## src/core/rws_cfg.svh

```systemverilog
`ifndef RWS_CFG_SVH
`define RWS_CFG_SVH
// ****************************************************************
// clock and timing
// ****************************************************************
`define RWS_CLK_KHZ 125000
`define RWS_WD_BASE_MS 16
`define RWS_WD_DEF_MS 256
`define RWS_RD1_MS 10
`define RWS_RD2_MS 2
`define RWS_RELAX_NS 1000
`define RWS_RELAX_CYC ((`RWS_RELAX_NS * 125 + 999) / 1000)
`define RWS_WD_BASE_CYC (`RWS_WD_BASE_MS * `RWS_CLK_KHZ)
`define RWS_RD1_CYC (`RWS_RD1_MS * `RWS_CLK_KHZ)
`define RWS_RD2_CYC (`RWS_RD2_MS * `RWS_CLK_KHZ)
// ****************************************************************
// watchdog fields and reset values
// ****************************************************************
`define RWS_WD_SEL_W 3
`define RWS_WD_DEF_SEL 3'h4
`define RWS_WD_SEL_MAX 3'h6
`define RWS_WD_DEF_WINDOW 1'h0
// ****************************************************************
// fallback status bit positions
// ****************************************************************
`define RWS_FB_WD 0
`define RWS_FB_CLAMP_LO 1
`define RWS_FB_CLAMP_HI 2
`endif

```

## src/core/rws_pkg.sv

```systemverilog
// ****************************************************************
// supervisor types
// ****************************************************************
package rws_pkg;
  typedef enum logic [6:0] {
    M_INIT = 7'h01, M_NORMAL = 7'h02, M_STOP = 7'h04, M_FLASH = 7'h08,
    M_SLEEP = 7'h10, M_FAILSAFE = 7'h20, M_RESTART = 7'h40
  } rws_mode_t;
  typedef enum logic [2:0] {PH_HOLD = 3'h1, PH_RELAX = 3'h2, PH_RUN = 3'h4} rws_phase_t;
  typedef enum logic [1:0] {
    CAUSE_NONE = 2'h0, CAUSE_WD = 2'h1, CAUSE_PIN = 2'h2, CAUSE_UV = 2'h3
  } rws_cause_t;
endpackage

```

## src/core/rws_supervisor.sv

```systemverilog
// How it works
// - reset pin is pulled low from power-up onward
// - hold reset for selected delay counted from reset entry, release once supply has also passed threshold
// - a failed watchdog service drives the reset pin low
// - undervoltage threshold and reset delay are selectable by configuration
// - reset pin failure enters fail-safe or restart and raises fallback output
// - unexpected falling edge on released pin enters restart mode
// - pin still low after delay and relaxation flags clamped-low failure
// - short-high check only while driving low in restart or init
// - outside pull-down while released forces restart with full reset delay
// - pin held low beyond the issued reset reports clamped reset
// - watchdog is window or time-out type with programmable period
// - watchdog may be disabled only in stop or software update mode
// - watchdog timer starts counting one cycle after the watchdog becomes active
// - power-up watchdog setting is time-out with 256 ms period
// - after watchdog reset, normal mode restarts with the default 256 ms time-out
// - every reset clears the stored toggle bit to 0
// - software development mode flags watchdog failure instead of resetting
// - in init the watchdog is programmable but not running
// - stop and software update keep the watchdog setup fixed
// - sleep and fail-safe turn watchdog off and drop its setup
// - restart turns watchdog off, next normal uses 256 ms time-out
// - toggle writes are accepted only when serial select returns high
// - missed trigger resets, enters configured mode, records failure status
`include "rws_cfg.svh"
`timescale 1ns/1ps
`default_nettype none
module rws_supervisor
  import rws_pkg::*;
#(
  parameter int unsigned WD_BASE_CYC = `RWS_WD_BASE_CYC,
  parameter int unsigned RD1_CYC = `RWS_RD1_CYC,
  parameter int unsigned RD2_CYC = `RWS_RD2_CYC,
  parameter int unsigned RELAX_CYC = `RWS_RELAX_CYC
) (
  // clock and reset
  input wire logic i_clk,
  input wire logic i_rst_n,
  // analog and pin inputs
  input wire logic i_supply_ok,
  input wire logic i_reset_pin_in,
  input wire logic i_serial_select_n,
  // serial frame contents, valid at select release
  input wire logic i_frame_wd_write,
  input wire logic i_frame_toggle_bit,
  input wire logic i_frame_cfg_write,
  input wire logic i_frame_cfg_window,
  input wire logic [2:0] i_frame_cfg_sel,
  input wire logic i_frame_wd_disable,
  input wire logic i_mode_req_valid,
  input wire rws_mode_t i_mode_req,
  // configuration and events
  input wire logic i_cfg_fail_safe,
  input wire logic i_cfg_delay_sel,
  input wire logic [1:0] i_cfg_uv_sel,
  input wire logic i_sw_dev_mode,
  input wire logic i_wake,
  input wire logic i_status_clear,
  // reset pin, open drain
  output logic o_reset_pin_out,
  output logic o_reset_pin_oe_n,
  // status
  output rws_mode_t o_mode,
  output logic o_fallback,
  output logic [1:0] o_reset_cause,
  output logic [2:0] o_fallback_status,
  output logic o_wd_fail_flag,
  output logic o_wrong_wd_set,
  output logic o_int_pulse,
  output logic o_wd_active,
  output logic o_wd_window,
  output logic [2:0] o_wd_sel,
  output logic o_toggle_bit,
  output logic [1:0] o_uv_threshold_sel
);
  if (WD_BASE_CYC < 4 || WD_BASE_CYC > 32'h01FFFFFF || RD1_CYC < 1 || RD2_CYC < 1
      || RELAX_CYC < 4) begin : g_chk
    $error("rws_supervisor: timing parameter out of range");
  end

  // ****************************************************************
  // helpers
  // ****************************************************************
  function automatic logic [31:0] wd_period(input logic [2:0] sel);
    wd_period = 32'(WD_BASE_CYC) << sel;
  endfunction
  function automatic rws_mode_t fail_target(input logic to_safe);
    fail_target = to_safe ? M_FAILSAFE : M_RESTART;
  endfunction

  // ****************************************************************
  // input synchronisers
  // ****************************************************************
  logic [2:0] sup_s_r, pin_s_r, csn_s_r;
  logic sup_st_r, pin_st_r, csn_st_r;
  // three stages each, stable copy follows once stages two and three agree
  always_ff @(posedge i_clk) begin
    if (!i_rst_n) begin
      sup_s_r <= 3'h0;
      pin_s_r <= 3'h0;
      csn_s_r <= 3'h7;
      sup_st_r <= 1'b0;
      pin_st_r <= 1'b0;
      csn_st_r <= 1'b1;
    end else begin
      sup_s_r <= {sup_s_r[1:0], i_supply_ok};
      pin_s_r <= {pin_s_r[1:0], i_reset_pin_in};
      csn_s_r <= {csn_s_r[1:0], i_serial_select_n};
      if (sup_s_r[1] == sup_s_r[2]) sup_st_r <= sup_s_r[2];
      if (pin_s_r[1] == pin_s_r[2]) pin_st_r <= pin_s_r[2];
      if (csn_s_r[1] == csn_s_r[2]) csn_st_r <= csn_s_r[2];
    end
  end
  wire logic csn_rise = csn_s_r[1] & csn_s_r[2] & ~csn_st_r;
  wire logic pin_fall = ~pin_s_r[1] & ~pin_s_r[2] & pin_st_r;

  // ****************************************************************
  // state
  // ****************************************************************
  rws_mode_t mode_r, mode_nxt;
  rws_phase_t ph_r, ph_nxt;
  logic [31:0] cnt_r, cnt_nxt, wd_cnt_r, wd_cnt_nxt;
  logic wd_window_r, wd_off_r, wd_act_r, toggle_r, out_r;
  logic [2:0] wd_sel_r, fb_r;
  logic [1:0] cause_r, uv_r;
  logic fallback_r, wd_flag_r, wrong_r, int_r;
  logic oe_n_r;

  // ****************************************************************
  // reset pin sequencing
  // ****************************************************************
  wire logic [31:0] dly_cyc = i_cfg_delay_sel ? 32'(RD2_CYC) : 32'(RD1_CYC);
  wire logic seq_mode = (mode_r == M_INIT) | (mode_r == M_RESTART);
  wire logic off_mode = (mode_r == M_SLEEP) | (mode_r == M_FAILSAFE);
  wire logic hold_done = (ph_r == PH_HOLD) & seq_mode & sup_st_r & (cnt_r >= dly_cyc);
  wire logic relax_done = (ph_r == PH_RELAX) & (cnt_r >= 32'(RELAX_CYC));
  wire logic clamp_hi = (ph_r == PH_HOLD) & seq_mode & (cnt_r >= 32'(RELAX_CYC))
      & pin_st_r;
  wire logic clamp_lo = relax_done & ~pin_st_r;
  wire logic pin_fail = clamp_hi | clamp_lo;
  wire logic ext_pull = (ph_r == PH_RUN) & pin_fall & (mode_r != M_RESTART);
  wire logic uv_drop = (ph_r == PH_RUN) & ~sup_st_r & ~off_mode;

  // ****************************************************************
  // watchdog decode
  // ****************************************************************
  wire logic wd_act = (mode_r == M_NORMAL)
      | (((mode_r == M_STOP) | (mode_r == M_FLASH)) & ~wd_off_r);
  wire logic [31:0] wd_per = wd_period(wd_sel_r);
  wire logic [31:0] wd_half = wd_period(wd_sel_r) >> 1;
  wire logic trig_write = csn_rise & i_frame_wd_write;
  wire logic trig_tog = trig_write & (i_frame_toggle_bit != toggle_r);
  wire logic wd_early = wd_act & trig_tog & wd_window_r & (wd_cnt_r < wd_half);
  wire logic wd_late = wd_act & (wd_cnt_r >= wd_per - 32'h1);
  wire logic wd_fail = wd_early | wd_late;
  wire logic trig_ok = wd_act & trig_tog & ~wd_early;
  wire logic wd_rst = wd_fail & ~i_sw_dev_mode;
  wire logic fail_act = pin_fail | wd_rst;
  wire logic sel_ok = i_frame_cfg_sel <= `RWS_WD_SEL_MAX;
  wire logic cfg_try = csn_rise & i_frame_cfg_write;
  wire logic cfg_slot = (mode_r == M_INIT) | ((mode_r == M_NORMAL) & trig_ok);
  wire logic cfg_take = cfg_try & cfg_slot & sel_ok;
  wire logic keep_mode = (mode_r == M_STOP) | (mode_r == M_FLASH);
  wire logic dis_ok = csn_rise & i_frame_wd_disable & keep_mode;
  wire logic wrong_set = (cfg_try & ~(cfg_slot & sel_ok))
      | (csn_rise & i_frame_wd_disable & ~keep_mode);
  wire logic req_legal = (i_mode_req == M_NORMAL) | ((mode_r == M_NORMAL)
      & ((i_mode_req == M_STOP) | (i_mode_req == M_FLASH) | (i_mode_req == M_SLEEP)));
  wire logic mode_take = csn_rise & i_mode_req_valid & (ph_r == PH_RUN) & req_legal
      & (seq_mode | (mode_r == M_NORMAL) | keep_mode) & (mode_r != M_RESTART);

  // mode selection, failures first
  always_comb begin
    mode_nxt = mode_r;
    if (fail_act) begin
      mode_nxt = fail_target(i_cfg_fail_safe);
    end else if (ext_pull | uv_drop) begin
      mode_nxt = M_RESTART;
    end else begin
      case (mode_r)
        M_INIT, M_NORMAL, M_STOP, M_FLASH: begin
          if (mode_take) mode_nxt = i_mode_req;
        end
        M_SLEEP, M_FAILSAFE: begin
          if (i_wake) mode_nxt = M_RESTART;
        end
        M_RESTART: begin
          if (relax_done & pin_st_r) mode_nxt = M_NORMAL;
        end
        default: mode_nxt = M_RESTART;
      endcase
    end
  end
  wire logic to_off = (mode_nxt != mode_r) & ((mode_nxt == M_SLEEP) | (mode_nxt == M_FAILSAFE));
  wire logic go_reset = fail_act | ext_pull | uv_drop | to_off | ((mode_nxt == M_RESTART)
      & (mode_r != M_RESTART));

  // sequencing phase and its counter
  always_comb begin
    ph_nxt = ph_r;
    cnt_nxt = cnt_r + 32'h1;
    case (ph_r)
      PH_HOLD: begin
        if (hold_done) begin
          ph_nxt = PH_RELAX;
          cnt_nxt = 32'h0;
        end
      end
      PH_RELAX: begin
        if (relax_done) begin
          ph_nxt = PH_RUN;
          cnt_nxt = 32'h0;
        end
      end
      PH_RUN: cnt_nxt = 32'h0;
      default: ph_nxt = PH_HOLD;
    endcase
    if (go_reset) begin
      ph_nxt = PH_HOLD;
      cnt_nxt = 32'h0;
    end
  end

  // watchdog timer, zero when idle, restarted on activation and service
  assign wd_cnt_nxt = (~wd_act | ~wd_act_r | trig_ok | wd_fail) ? 32'h0 : wd_cnt_r + 32'h1;
  wire logic dflt = (mode_r == M_RESTART) | off_mode;
  wire logic [2:0] fb_set = {clamp_hi, clamp_lo, wd_fail};
  wire logic [1:0] cause_set = wd_rst ? CAUSE_WD : pin_fail ? CAUSE_PIN
      : uv_drop ? CAUSE_UV : ext_pull ? CAUSE_PIN : CAUSE_NONE;

  // ****************************************************************
  // registers
  // ****************************************************************
  always_ff @(posedge i_clk) begin
    if (!i_rst_n) begin
      mode_r <= M_INIT;
      ph_r <= PH_HOLD;
      cnt_r <= 32'h0;
      out_r <= 1'b0;
      oe_n_r <= 1'b0;
    end else begin
      mode_r <= mode_nxt;
      ph_r <= ph_nxt;
      cnt_r <= cnt_nxt;
      out_r <= 1'b0;
      oe_n_r <= (ph_nxt != PH_HOLD);
    end
  end

  // watchdog setup and timer
  always_ff @(posedge i_clk) begin
    if (!i_rst_n) begin
      wd_window_r <= `RWS_WD_DEF_WINDOW;
      wd_sel_r <= `RWS_WD_DEF_SEL;
      wd_off_r <= 1'b0;
      wd_act_r <= 1'b0;
      wd_cnt_r <= 32'h0;
      toggle_r <= 1'b0;
    end else begin
      wd_act_r <= wd_act;
      wd_cnt_r <= wd_cnt_nxt;
      wd_off_r <= keep_mode & (wd_off_r | dis_ok);
      if (dflt) begin
        wd_window_r <= `RWS_WD_DEF_WINDOW;
        wd_sel_r <= `RWS_WD_DEF_SEL;
      end else if (cfg_take) begin
        wd_window_r <= i_frame_cfg_window;
        wd_sel_r <= i_frame_cfg_sel;
      end
      if (go_reset) toggle_r <= 1'b0;
      else if (trig_write) toggle_r <= i_frame_toggle_bit;
    end
  end

  // sticky status, a new event wins over a clear
  always_ff @(posedge i_clk) begin
    if (!i_rst_n) begin
      fb_r <= 3'h0;
      cause_r <= CAUSE_NONE;
      fallback_r <= 1'b0;
      wd_flag_r <= 1'b0;
      wrong_r <= 1'b0;
      int_r <= 1'b0;
      uv_r <= 2'h0;
    end else begin
      fb_r <= (fb_r & {3{~i_status_clear}}) | fb_set;
      if (cause_set != CAUSE_NONE) cause_r <= cause_set;
      else if (i_status_clear) cause_r <= CAUSE_NONE;
      fallback_r <= fallback_r | fail_act;
      wd_flag_r <= (wd_flag_r & ~i_status_clear) | (wd_fail & i_sw_dev_mode);
      wrong_r <= (wrong_r & ~i_status_clear) | wrong_set;
      int_r <= (wd_fail & i_sw_dev_mode) | wrong_set;
      uv_r <= i_cfg_uv_sel;
    end
  end

  // outputs straight from flops
  assign o_reset_pin_out = out_r;
  assign o_reset_pin_oe_n = oe_n_r;
  assign o_mode = mode_r;
  assign o_fallback = fallback_r;
  assign o_reset_cause = cause_r;
  assign o_fallback_status = fb_r;
  assign o_wd_fail_flag = wd_flag_r;
  assign o_wrong_wd_set = wrong_r;
  assign o_int_pulse = int_r;
  assign o_wd_active = wd_act_r;
  assign o_wd_window = wd_window_r;
  assign o_wd_sel = wd_sel_r;
  assign o_toggle_bit = toggle_r;
  assign o_uv_threshold_sel = uv_r;
endmodule // rws_supervisor
`default_nettype wire

```

## config.mk

```make
export PLATFORM = sky130hd
export DESIGN_NAME = rws_supervisor
export DESIGN_NICKNAME = d
export VERILOG_FILES = /design/src/core/rws_pkg.sv /design/src/core/rws_supervisor.sv
export VERILOG_INCLUDE_DIRS = /design/src /design/src/core
export SDC_FILE = /design/constraint.sdc
export NUM_CORES = 1
export LEC_CHECK = 0
export ABC_AREA = 1
export BUFFER_PORTS_ARGS = -buffer_cell sky130_fd_sc_hd__buf_2
export CAP_MARGIN = 20
export CORE_MARGIN = 3
export CORE_UTILIZATION = 40
export CTS_CLUSTER_DIAMETER = 50
export CTS_CLUSTER_SIZE = 20
export DETAILED_ROUTE_END_ITERATION = 10
export GPL_TIMING_DRIVEN = 0
export MAX_ROUTING_LAYER = met4
export PLACE_DENSITY_LB_ADDON = 0.2
export SETUP_SLACK_MARGIN = 0.05
export SLEW_MARGIN = 25
export SYNTH_ARGS = -nofsm -noshare
export SYNTH_HDL_FRONTEND = slang
export SYNTH_SLANG_ARGS = --single-unit
```

## constraint.sdc

```tcl
create_clock -name i_clk -period 6 [get_ports i_clk]
set_input_delay 0.6 -clock i_clk [delete_from_list [all_inputs] [get_ports i_clk]]
set_output_delay 0.6 -clock i_clk [all_outputs]
set_load 0.01 [all_outputs]
```

==> Word-level counts from Yosys, hierarchy flattened <==
Cells that the tools add are included.
{ "totals": {"register_bits": 105, "inputBits": 28, "output_inout_bits": 26, "word_cells": 176} }
{ "op_classes": {"addsub": 3, "magnitude_cmp": 5, "eq_ne": 24, "shifts": 1, "mux": 21, "bitwise_logic": 92, "reduce_logical": 7} }
{ "ops": {"columns": ["op", "n"], "rows": [
  ["$pmux 32 s3", 1],
  ["$add 32x1->32 const B", 2],
  ["$mux 32", 2],
  ["$and 1x1->1", 46],
  ["$mux 7", 6],
  ["$ge 32x21->1", 1],
  ["$ge 32x32->1", 1],
  ["$ge 32x7->1 const B", 1],
  ["$lt 32x31->1", 1],
  ["$shl 21x3->32 const A", 1],
  ["$sub 32x1->32 const B", 1],
  ["$or 1x1->1", 29],
  ["$eq 7x5->1 const B", 3],
  ["$mux 21", 1],
  ["$pmux 7 s3", 1],
  ["$not 1->1", 15],
  ["$eq 7x2->1 const B", 2],
  ["$eq 7x3->1 const B", 2],
  ["$eq 7x4->1 const B", 2],
  ["$eq 7x6->1 const B", 2],
  ["$eq 7x7->1 const B", 2],
  ["$mux 2", 6],
  ["$mux 3", 3],
  ["$pmux 3 s3", 1],
  ["other kinds (15)", 21]
]} }

==> Logic depth before layout (Yosys ltp) <==
Gate-level depths: netlist of the first run.
{ "depth": {"word_depth": 19, "mapped_depth": 32, "depth_no_buf": 31} }

==> Least setup slack after synthesis of the first run <==
Ideal clock, no wire load.
{ "synth_path": {"path_kind": "flip-flop to flip-flop", "startpoint": "reg wd_sel_r[1] (netlist: o_wd_sel[1])", "endpoint": "reg cnt_r[11]", "setup_ps": 62, "arrival_time_ps": 4034, "required_ps": 5938, "slack_ps": 1903, "stages_incl_launch_ff": 32, "n_path_buf": 2, "synth_period_minus_slack_ps": 4097, "path_cell_list": "dfxtp_1 inv_1 ha_1 nand2_1 inv_1 a21oi_1 nand3_1 a21oi_1 o221ai_1 a21oi_1 nand4_1 xnor2_1 ha_1 a21oi_1 o21ai_0 nand2_1 nand3_1 a21oi_1 nand2_1 nand2_1 nand2_2 nand2_4 buf_6 nand3_2 a21oi_1 nand2_1 nor2_1 nand2_1 nand2_2 nand3_4 buf_6 nor2_2"} }
{ "synth_via": {"elab_chain_len": 14, "elab_cells_between_ends": 22, "classes_between": "add/sub (1); order compare (2); eq/ne (4); shift (1); mux (1); bitwise (12); reduce/logical (1)"} }
{ "synth_lines": {"columns": ["element", "line_no", "source"], "rows": [
  ["from (decl)", "rws_supervisor.sv:124", "logic [2:0] wd_sel_r, fb_r;"],
  ["from (signal assigned)", "rws_supervisor.sv:254", "wd_sel_r <= `RWS_WD_DEF_SEL;"],
  ["from (signal assigned)", "rws_supervisor.sv:265", "wd_sel_r <= `RWS_WD_DEF_SEL;"],
  ["from (signal assigned)", "rws_supervisor.sv:268", "wd_sel_r <= i_frame_cfg_sel;"],
  ["$shl 21x3->32 (*)", "rws_supervisor.sv:85", "wd_period = 32'(WD_BASE_CYC) << sel;"],
  ["$sub 32x1->32", "rws_supervisor.sv:154", "wire logic wd_late = wd_act & (wd_cnt_r >= wd_per - 32'h1);"],
  ["$ge 32x32->1", "rws_supervisor.sv:154", null],
  ["$and 1x1->1", "rws_supervisor.sv:154", null],
  ["$or 1x1->1 (*)", "rws_supervisor.sv:155", "wire logic wd_fail = wd_early | wd_late;"],
  ["$and 1x1->1 (*)", "rws_supervisor.sv:157", "wire logic wd_rst = wd_fail & ~i_sw_dev_mode;"],
  ["$or 1x1->1 (*)", "rws_supervisor.sv:158", "wire logic fail_act = pin_fail | wd_rst;"],
  ["$mux 7", "rws_supervisor.sv:175", "if (fail_act) begin"],
  ["$eq 7x5->1 / $eq 7x6->1 (equally long branches)", "rws_supervisor.sv:194", "wire logic to_off = (mode_nxt != mode_r) & ((mode_nxt == M_SLEEP) | (mode_nxt == M_FAILSAFE));"],
  ["$or 1x1->1", "rws_supervisor.sv:194", null],
  ["$and 1x1->1", "rws_supervisor.sv:194", null],
  ["$or 1x1->1", "rws_supervisor.sv:195", "wire logic go_reset = fail_act | ext_pull | uv_drop | to_off | ((mode_nxt == M_RESTART)"],
  ["$or 1x1->1 (*)", "rws_supervisor.sv:195", null],
  ["$reduce_or 2->1 (no line) (*)", null, null],
  ["to (signal assigned)", "rws_supervisor.sv:244", "cnt_r <= cnt_nxt;"],
  ["to (decl)", "rws_supervisor.sv:122", "logic [31:0] cnt_r, cnt_nxt, wd_cnt_r, wd_cnt_nxt;"]
]} }
Mark *: on every way between the ends. The rest lies on a longest branch, timed or not.
A chain may end at the register's enable or synchronous reset.

==> Final worst setup path of the first run <==
{ "layout_path": {"startpoint": "reg wd_sel_r[1] (netlist: o_wd_sel[1])", "endpoint": "reg wd_cnt_r[20]"} }
{ "layout_via": {"elab_chain_len": 8, "elab_cells_between_ends": 12, "classes_between": "add/sub (1); order compare (2); shift (1); bitwise (7); reduce/logical (1)"} }
{ "layout_lines": {"columns": ["element", "line_no", "source"], "rows": [
  ["$shl 21x3->32 (*)", "rws_supervisor.sv:85", null],
  ["branches (longest 5 deep; another with $sub 32x1->32)", null, null],
  ["$or 1x1->1 (*)", "rws_supervisor.sv:225", "assign wd_cnt_nxt = (~wd_act | ~wd_act_r | trig_ok | wd_fail) ? 32'h0 : wd_cnt_r + 32'h1;"],
  ["$reduce_or 2->1 (no line) (*)", null, null],
  ["to (signal assigned)", "rws_supervisor.sv:261", "wd_cnt_r <= wd_cnt_nxt;"],
  ["to (decl)", "rws_supervisor.sv:122", null]
]} }
Every way passes the cells marked *.

==> flow_summary.toml, run 1 <==
[cts]
cts_sinks = 105
postCtsResizedCells = 0
clkTransAtPathRegs_ns = 0.07
cts_buffers = 9
clockRootBuffer = "clkbuf_16"
htreeDepth = 3
postCtsSetupRepairBufs = 0
cts_hold_buf = 0
clk_path_buf_depth = 2
clock_latency_ns = 0.36
cts_tree = "yes"

[die]
die_h_um = 138
rows = 47
dieWidth_um = 138
initial_core_util = 0.414
io_pins = 54
core-area_um2 = 16800
die_area_um2 = 19000

[sta]
fmaxAchievable_mhz = 195
finalCriticalPeriod_ns = 5.13
setup_violations = 0
final_max_slew_viol_count = 0
worst_clock_skew_ns = 0.00885
rsz0062_at_grt = "false"
fin_setup_tns_ns = 0
fin_crit_sh = 0.855
hold_violations = 0
hold_slack_ns = 0.416
tightest_slew_ns = 0.623
relSlewSlack = 0.581

[worst_setup_path]
cp_top_family = "compound AO/OA/AOI/OAI gates"
cp_data_required_time_ns = 6.28
path_buf_inv = 5
path_class = "reg -> reg"
cp_slowest_cell = "dfxtp_1"
slowest_delay_ns = 0.59
start_kind = "flop"
critPathMostFrequentCell = "a21oi_1"
cp.arrival_ns = 5.40
cp-end-kind = "flop"
critPathMaxFanout = 11

[logic_synthesis]
synth_top_family_by_area = "simple AND/OR/NAND/NOR gates"
synth_compound_area_frac = 0.0979
syn_area_per_cell_um2 = 6.96
seq_area_frac_synth = 0.303
synth_area_um2 = 6940
synth_xor_area_frac = 0.0543
yosys.cell_types.count = 57
synth_mux_area_frac = 0.00144
synth_warnings = 0
synth_fa_ha_area_frac = 0.110
yosys.area_share.simple = 0.336
ys_ff_latch = 105
netlist_instances = 998

[power_and_ir_drop]
power.density_nw_per_um2 = 183
power.static_leakage_nw = 3.37
vdd_drop_max_v = 0.000133

[route]
routed_wl_mm = 16.3
final_antenna_net_count = 0
drc = 0
routed-via-count = 6273
via_per_inst = 4.87
drt-initial-drc-count = 298
first_pass_iters = 5
wl_per_cell_um = 12.7

[final_layout]
synthToLayoutAreaGrowth_pct = 11.8
num-nets-final = 1151
drive_gt1_frac = 0.138
final_util = 0.463

[global_route]
grt_pass1_vias = 5663
grt_antenna_before_repair = 1
grt.total_usage = 0.179
grt_max_degree = 19
grt_pass1_wl_mm = 26.6
gr-total-overflow = 0

[worst_hold_path]
min_path_type = "reg -> reg"

[status]
outcome = "completed"

[place]
place.gp.congestion = 0.856
io_buffers = 51
place_hpwl_mm = 13.0

[run]
maxCapViolations = 0
[flip-flops by register name, summed over array words and instances, names as in the netlist, 2 cells and up]
register	flops
cnt_r	32
wd_cnt_r	32
o_mode	7
csn_s_r	3
o_fallback_status	3
o_wd_sel	3
ph_r	3
pin_s_r	3
sup_s_r	3
o_reset_cause	2
o_uv_threshold_sel	2
[final timing paths]
check | depth (start not counted) | startpoint | to | slack [ns]
setup / recovery | 26 | o_wd_sel[1]$_SDFFE_PP0P_ | wd_cnt_r[20]$_SDFF_PP0_ | 0.87
setup reg to reg | 26 | o_wd_sel[1]$_SDFFE_PP0P_ | wd_cnt_r[20]$_SDFF_PP0_ | 0.87
hold reg to reg | 2 | sup_s_r[0]$_SDFF_PN0_ | sup_s_r[1]$_SDFF_PN0_ | 0.42
hold / removal | 2 | sup_s_r[0]$_SDFF_PN0_ | sup_s_r[1]$_SDFF_PN0_ | 0.42
[placed cells by master (no fill, tap or decap), types with 4 or more instances in the layout]
cell | Yosys | final
clkbuf_16 | 0 | 9
nor4_1 | 11 | 11
nor2_1 | 126 | 126
buf_6 | 4 | 4
a31oi_1 | 5 | 5
xor2_1 | 28 | 28
inv_2 | 11 | 11
nand2_2 | 6 | 6
a211oi_1 | 5 | 5
nor2_2 | 27 | 27
ha_1 | 61 | 61
nand4_1 | 24 | 24
conb_1 | 2 | 4
clkbuf_1 | 6 | 6
xnor2_1 | 15 | 15
nor3_1 | 33 | 33
o21ai_0 | 37 | 37
clkinvlp_4 | 0 | 4
a21oi_1 | 47 | 47
nand3_1 | 52 | 52
dfxtp_1 | 105 | 105
inv_1 | 141 | 141
nand2_1 | 190 | 190
buf_2 | 1 | 52
or2_2 | 5 | 5
[where the power goes]
group	switching (W)	total, W	internal, W
registers	0.00000857	0.000714	0.000706
clock network	0.000284	0.000568	0.000285
logic	0.0000862	0.000136	0.0000495
[routing by layer]
layer,vias to the layer above,global-route usage,share of wire
met5,-,-,0
met4,0,0.0681,0.022
met3,26,0.0241,0.028
met2,88,0.270,0.44
met1,2794,0.245,0.51
li1,3365,-,-
[per-stage QoR]
stage          total power (W)  worst slack, ns  cells  area, um2
4_1_cts                0.00143            0.859   1287       7760
2_1_floorplan         0.000827             1.90   1000       6950
3_3_place_gp          0.000866            0.918   1271       7480
6_report               0.00142            0.873   1288       7760
5_1_grt                0.00149            0.380   1288       7760
3_5_place_dp          0.000867            0.895   1271       7480
[cells in the mapped netlist, drive strengths merged]
master	instances	area share
a211oi	5	0.0054
a21boi	1	0.0011
a21o	2	0.0022
a21oi	51	0.040
a221oi	1	0.0013
a31o	1	0.0013
a31oi	5	0.0045
and2	2	0.0018
and3	3	0.0027
buf	9	0.011
clkbuf	6	0.0032
clkinv	1	0.00054
conb	2	0.0011
dfxtp	105	0.30
ha	61	0.11
inv	152	0.082
mux2i	1	0.0014
nand2	199	0.11
nand3	56	0.044
nand3b	3	0.0032
nand4	25	0.023
nor2	154	0.094
nor3	36	0.029
nor3b	2	0.0029
nor4	13	0.014
nor4b	1	0.0013
o2111ai	1	0.0013
o211ai	1	0.0011
o21a	1	0.0011
o21ai	42	0.032
o21bai	1	0.0011
o221ai	1	0.0013
o31a	1	0.0013
o31ai	3	0.0032
or2	7	0.0063
xnor2	15	0.019
xor2	28	0.035
[cell families (layout without fill, tap and decap cells)]
| group | after synthesis | after routing |
|---|---|---|
| AND/OR/NAND/NOR | 501 | 501 |
| other | 2 | 5 |
| multiplexers | 1 | 1 |
| flip-flops | 105 | 105 |
| AO/OA/AOI/OAI | 117 | 117 |
| buffers and inverters | 168 | 235 |
| XOR/XNOR | 43 | 43 |
| adder cells (fa/ha/maj) | 61 | 61 |
[layout make-up]
cell class | instances | area [um2]
well taps | 220 | 275
repair buffers | 51 | 255
flip-flops and latches | 105 | 2100
clock buffers | 9 | 225
multi-input cells | 727 | 4170
diodes | 1 | 2.50
inverters | 153 | 574
plain buffers | 15 | 98.8
fillers | 1770 | 9000
clock inverters | 7 | 56.3
[worst reg2reg max path: cells and delay by family, from the launching register on]
kind / cells / cell delay, ns
adders and majority gates: 2 / 0.55
DFF: 1 / 0.59
xor gates and xnor gates: 1 / 0.20
and+or+nand+nor: 11 / 1.22
buffers and inverters: 5 / 1.14
AOI/OAI and AO/OA: 7 / 1.34
Note: power is estimated with default switching activity, not from simulation.
==> run 2: changes to the inputs <==
--- a/config.mk
+++ b/config.mk
@@ -6,10 +6,9 @@
 export SDC_FILE = /design/constraint.sdc
 export NUM_CORES = 1
 export LEC_CHECK = 0
-export ABC_AREA = 1
 export BUFFER_PORTS_ARGS = -buffer_cell sky130_fd_sc_hd__buf_2
 export CAP_MARGIN = 20
-export CORE_MARGIN = 3
+export CORE_MARGIN = 2
 export CORE_UTILIZATION = 40
 export CTS_CLUSTER_DIAMETER = 50
 export CTS_CLUSTER_SIZE = 20
==> constraint.sdc (replaced) <==
create_clock -name i_clk -period 6 [get_ports i_clk]
set_input_delay 0.9 -clock i_clk [delete_from_list [all_inputs] [get_ports i_clk]]
set_output_delay 0.9 -clock i_clk [all_outputs]
set_load 0.01 [all_outputs]
==> run 2 against run 1 <==
  * Maximum frequency shrank 6.8%
  * Register-to-register slack worse by 0.37 ns
  * Worst hold slack got worse by 0.0053 ns
==> flow_summary.toml, run 2 <==
[status]
outcome = "completed"

[logic_synthesis]
synth_edf_count = 0
synth_most_common_cell = "nor2_1"
synth_area_um2 = 6620
syn_area_per_cell_um2 = 8.28
seq_area_frac_synth = 0.318
synth.top_cells.by_count = "nor2_1, dfxtp_1, nand2_1"
synth.top_cell.area_share = 0.318
synth_warnings = 0
netlist_instances = 799
ys_ff_latch = 105
synthFlopType = "dfxtp_1"
yosys.cell_types.count = 73
synthTopCellsByArea = "dfxtp_1, ha_1, nor2_1"
ys_async_sr_fraction = 0
yosysTopAreaCell = "dfxtp_1"

[power_and_ir_drop]
power.density_nw_per_um2 = 191
power.static_leakage_nw = 3.10
vdd_drop_max_v = 0.000136

[sta]
tightest_slew_ns = 0.745
finalCriticalPeriod_ns = 5.50
rsz0062_at_grt = "false"
relSlewSlack = 0.498
final_max_slew_viol_count = 0
setup_violations = 0
fin_setup_tns_ns = 0
hold_violations = 0
worst_clock_skew_ns = 0.0136
fmaxAchievable_mhz = 182
fin_crit_sh = 0.917

[final_layout]
layout_common_cells = "nor2_1, dfxtp_1, nand2_1"
num-nets-final = 953
final_common_cell = "nor2_1"
synthToLayoutAreaGrowth_pct = 13.6
drive_gt1_frac = 0.125
final_cell_area_um2 = 7520
diodes = 0
final_util = 0.460

[die]
die_area_um2 = 17600
initial_core_util = 0.405
io_pins = 54
rows = 47
dieWidth_um = 133
core-area_um2 = 16300
die_h_um = 133

[cts]
clkTransAtPathRegs_ns = 0.08
cts_buffers = 9
clk_path_buf_depth = 2
clockRootBuffer = "clkbuf_16"
cts_sinks = 105
cts_tree = "yes"
postCtsSetupRepairBufs = 0
htreeDepth = 3
clock_latency_ns = 0.35
cts_hold_buf = 0

[global_route]
grt_pass1_wl_mm = 27.4
gr-total-overflow = 0
grt.total_usage = 0.196
grt_max_degree = 19
grt_pass1_vias = 5597
grt_antenna_before_repair = 0

[route]
drc = 0
routed_wl_mm = 16.3
final_antenna_net_count = 0
first_pass_iters = 5
via_per_inst = 5.24
wl_per_cell_um = 15.0
drt-initial-drc-count = 201
routed-via-count = 5709

[worst_setup_path]
start_kind = "flop"
critPathMaxFanout = 10
cp.arrival_ns = 5.74
reg2reg_depth = 21
path_class = "reg -> reg"
slowest_delay_ns = 0.45
cp-end-kind = "flop"
cp_data_required_time_ns = 6.24
crit_chain = "clkbuf_4 -> inv_1 -> ha_1 -> clkbuf_1 -> nor2b_1 -> a21oi_2 -> o21ai_0 -> or3_1 -> a21oi_2 -> nand3_1 -> xnor2_1 -> ha_1 -> and2_0 -> a221o_1 -> a22oi_1 -> o211a_1 -> a21o_1 -> a21oi_1 -> o41ai_2 -> a41oi_2 -> or3_1"
cp_slowest_cell = "or3_1"

[place]
place_hpwl_mm = 12.5
place.gp.congestion = 0.894
io_buffers = 52
post_dp_cell_area_um2 = 7160

[worst_hold_path]
min_path_cells = 1
min_path_type = "reg -> reg"

[run]
maxCapViolations = 0
[run 2: changes by cell type in the layout (fill, tap and decap cells not counted), moves of 10 or more]
cell	before	now
a21oi_1	47	32
and2_1	2	13
and3_1	3	17
clkbuf_1	6	16
inv_1	141	25
inv_2	11	0
mux2i_1	1	12
nand2_1	190	62
nand3_1	52	37
nor2_2	27	1
nor3_1	33	21
o21ai_0	37	21
xnor2_1	15	29
xor2_1	28	48
[run 2: through the flow]
stage	worst slack, ns	hold slack, ns	cells	power, W
floorplan	1.04	0.386	801	0.000794
global placement	0.0568	0.390	1073	0.000832
detailed placement	0.0214	0.398	1073	0.000832
CTS	0.191	0.416	1089	0.00145
global route	0.0414	0.433	1089	0.00149
finish	0.500	0.411	1089	0.00143
[run 2: final cells by class]
type / count / area, um2
clock buffers: 10 / 239
plain buffers: 32 / 161
well taps: 220 / 275
repair buffers: 52 / 260
inverters: 25 / 93.8
fillers: 1696 / 8830
clock inverters: 6 / 76.3
flip-flops and latches: 105 / 2100
multi-input cells: 639 / 4310
[run 2: logic make-up after synthesis]
family | share of synthesized area
adder cells (fa/ha/maj) | 0.115
XOR/XNOR | 0.102
multiplexers | 0.0199
flip-flops | 0.318
AO/OA/AOI/OAI | 0.136
buffers and inverters | 0.0378
other | 0.00114
AND/OR/NAND/NOR | 0.270
[run 2: what timing repair did]
action / in CTS / in global routing
pin swaps: 0 / 1
cloned: 0 / 0
gates resized for setup: 1 / 11
setup endpoints to repair: 31 / 47
[run 2: path summary, 6_finish.rpt]
check / to / startpoint / slack (ns)
setup / recovery: ph_r[0]$_SDFF_PN1_ / o_wd_sel[1]$_SDFFE_PP0P_ / 0.50
hold / removal: csn_s_r[1]$_SDFF_PN1_ / csn_s_r[0]$_SDFF_PN1_ / 0.41
setup reg to reg: ph_r[0]$_SDFF_PN1_ / o_wd_sel[1]$_SDFFE_PP0P_ / 0.50
hold reg to reg: csn_s_r[1]$_SDFF_PN1_ / csn_s_r[0]$_SDFF_PN1_ / 0.41
[run 2: worst max-delay path: cells and delay by family (launching register included)]
family | cells | cell delay (ns)
AOI/OAI and AO/OA | 10 | 2.37
xor gates and xnor gates | 1 | 0.14
adders and majority gates | 2 | 0.50
buffers and inverters | 3 | 0.60
DFF | 1 | 0.43
and+or+nand+nor | 5 | 1.37
[run 2: power breakdown]
part / total, W / leakage (nW) / switching (W) / internal, W
combinational: 0.000108 / 2.10 / 0.0000682 / 0.0000393
clock: 0.000617 / 0.152 / 0.000277 / 0.000340
sequential: 0.000709 / 0.849 / 0.00000518 / 0.000704
[run 2: layer usage]
metal  up-vias  wire length, um  GRT usage
met1      2600             8020      0.257
met2       131             7360      0.309
met3        22              668     0.0360
met5         -                0          -
met4         0              252     0.0597
li1       2956                -          -
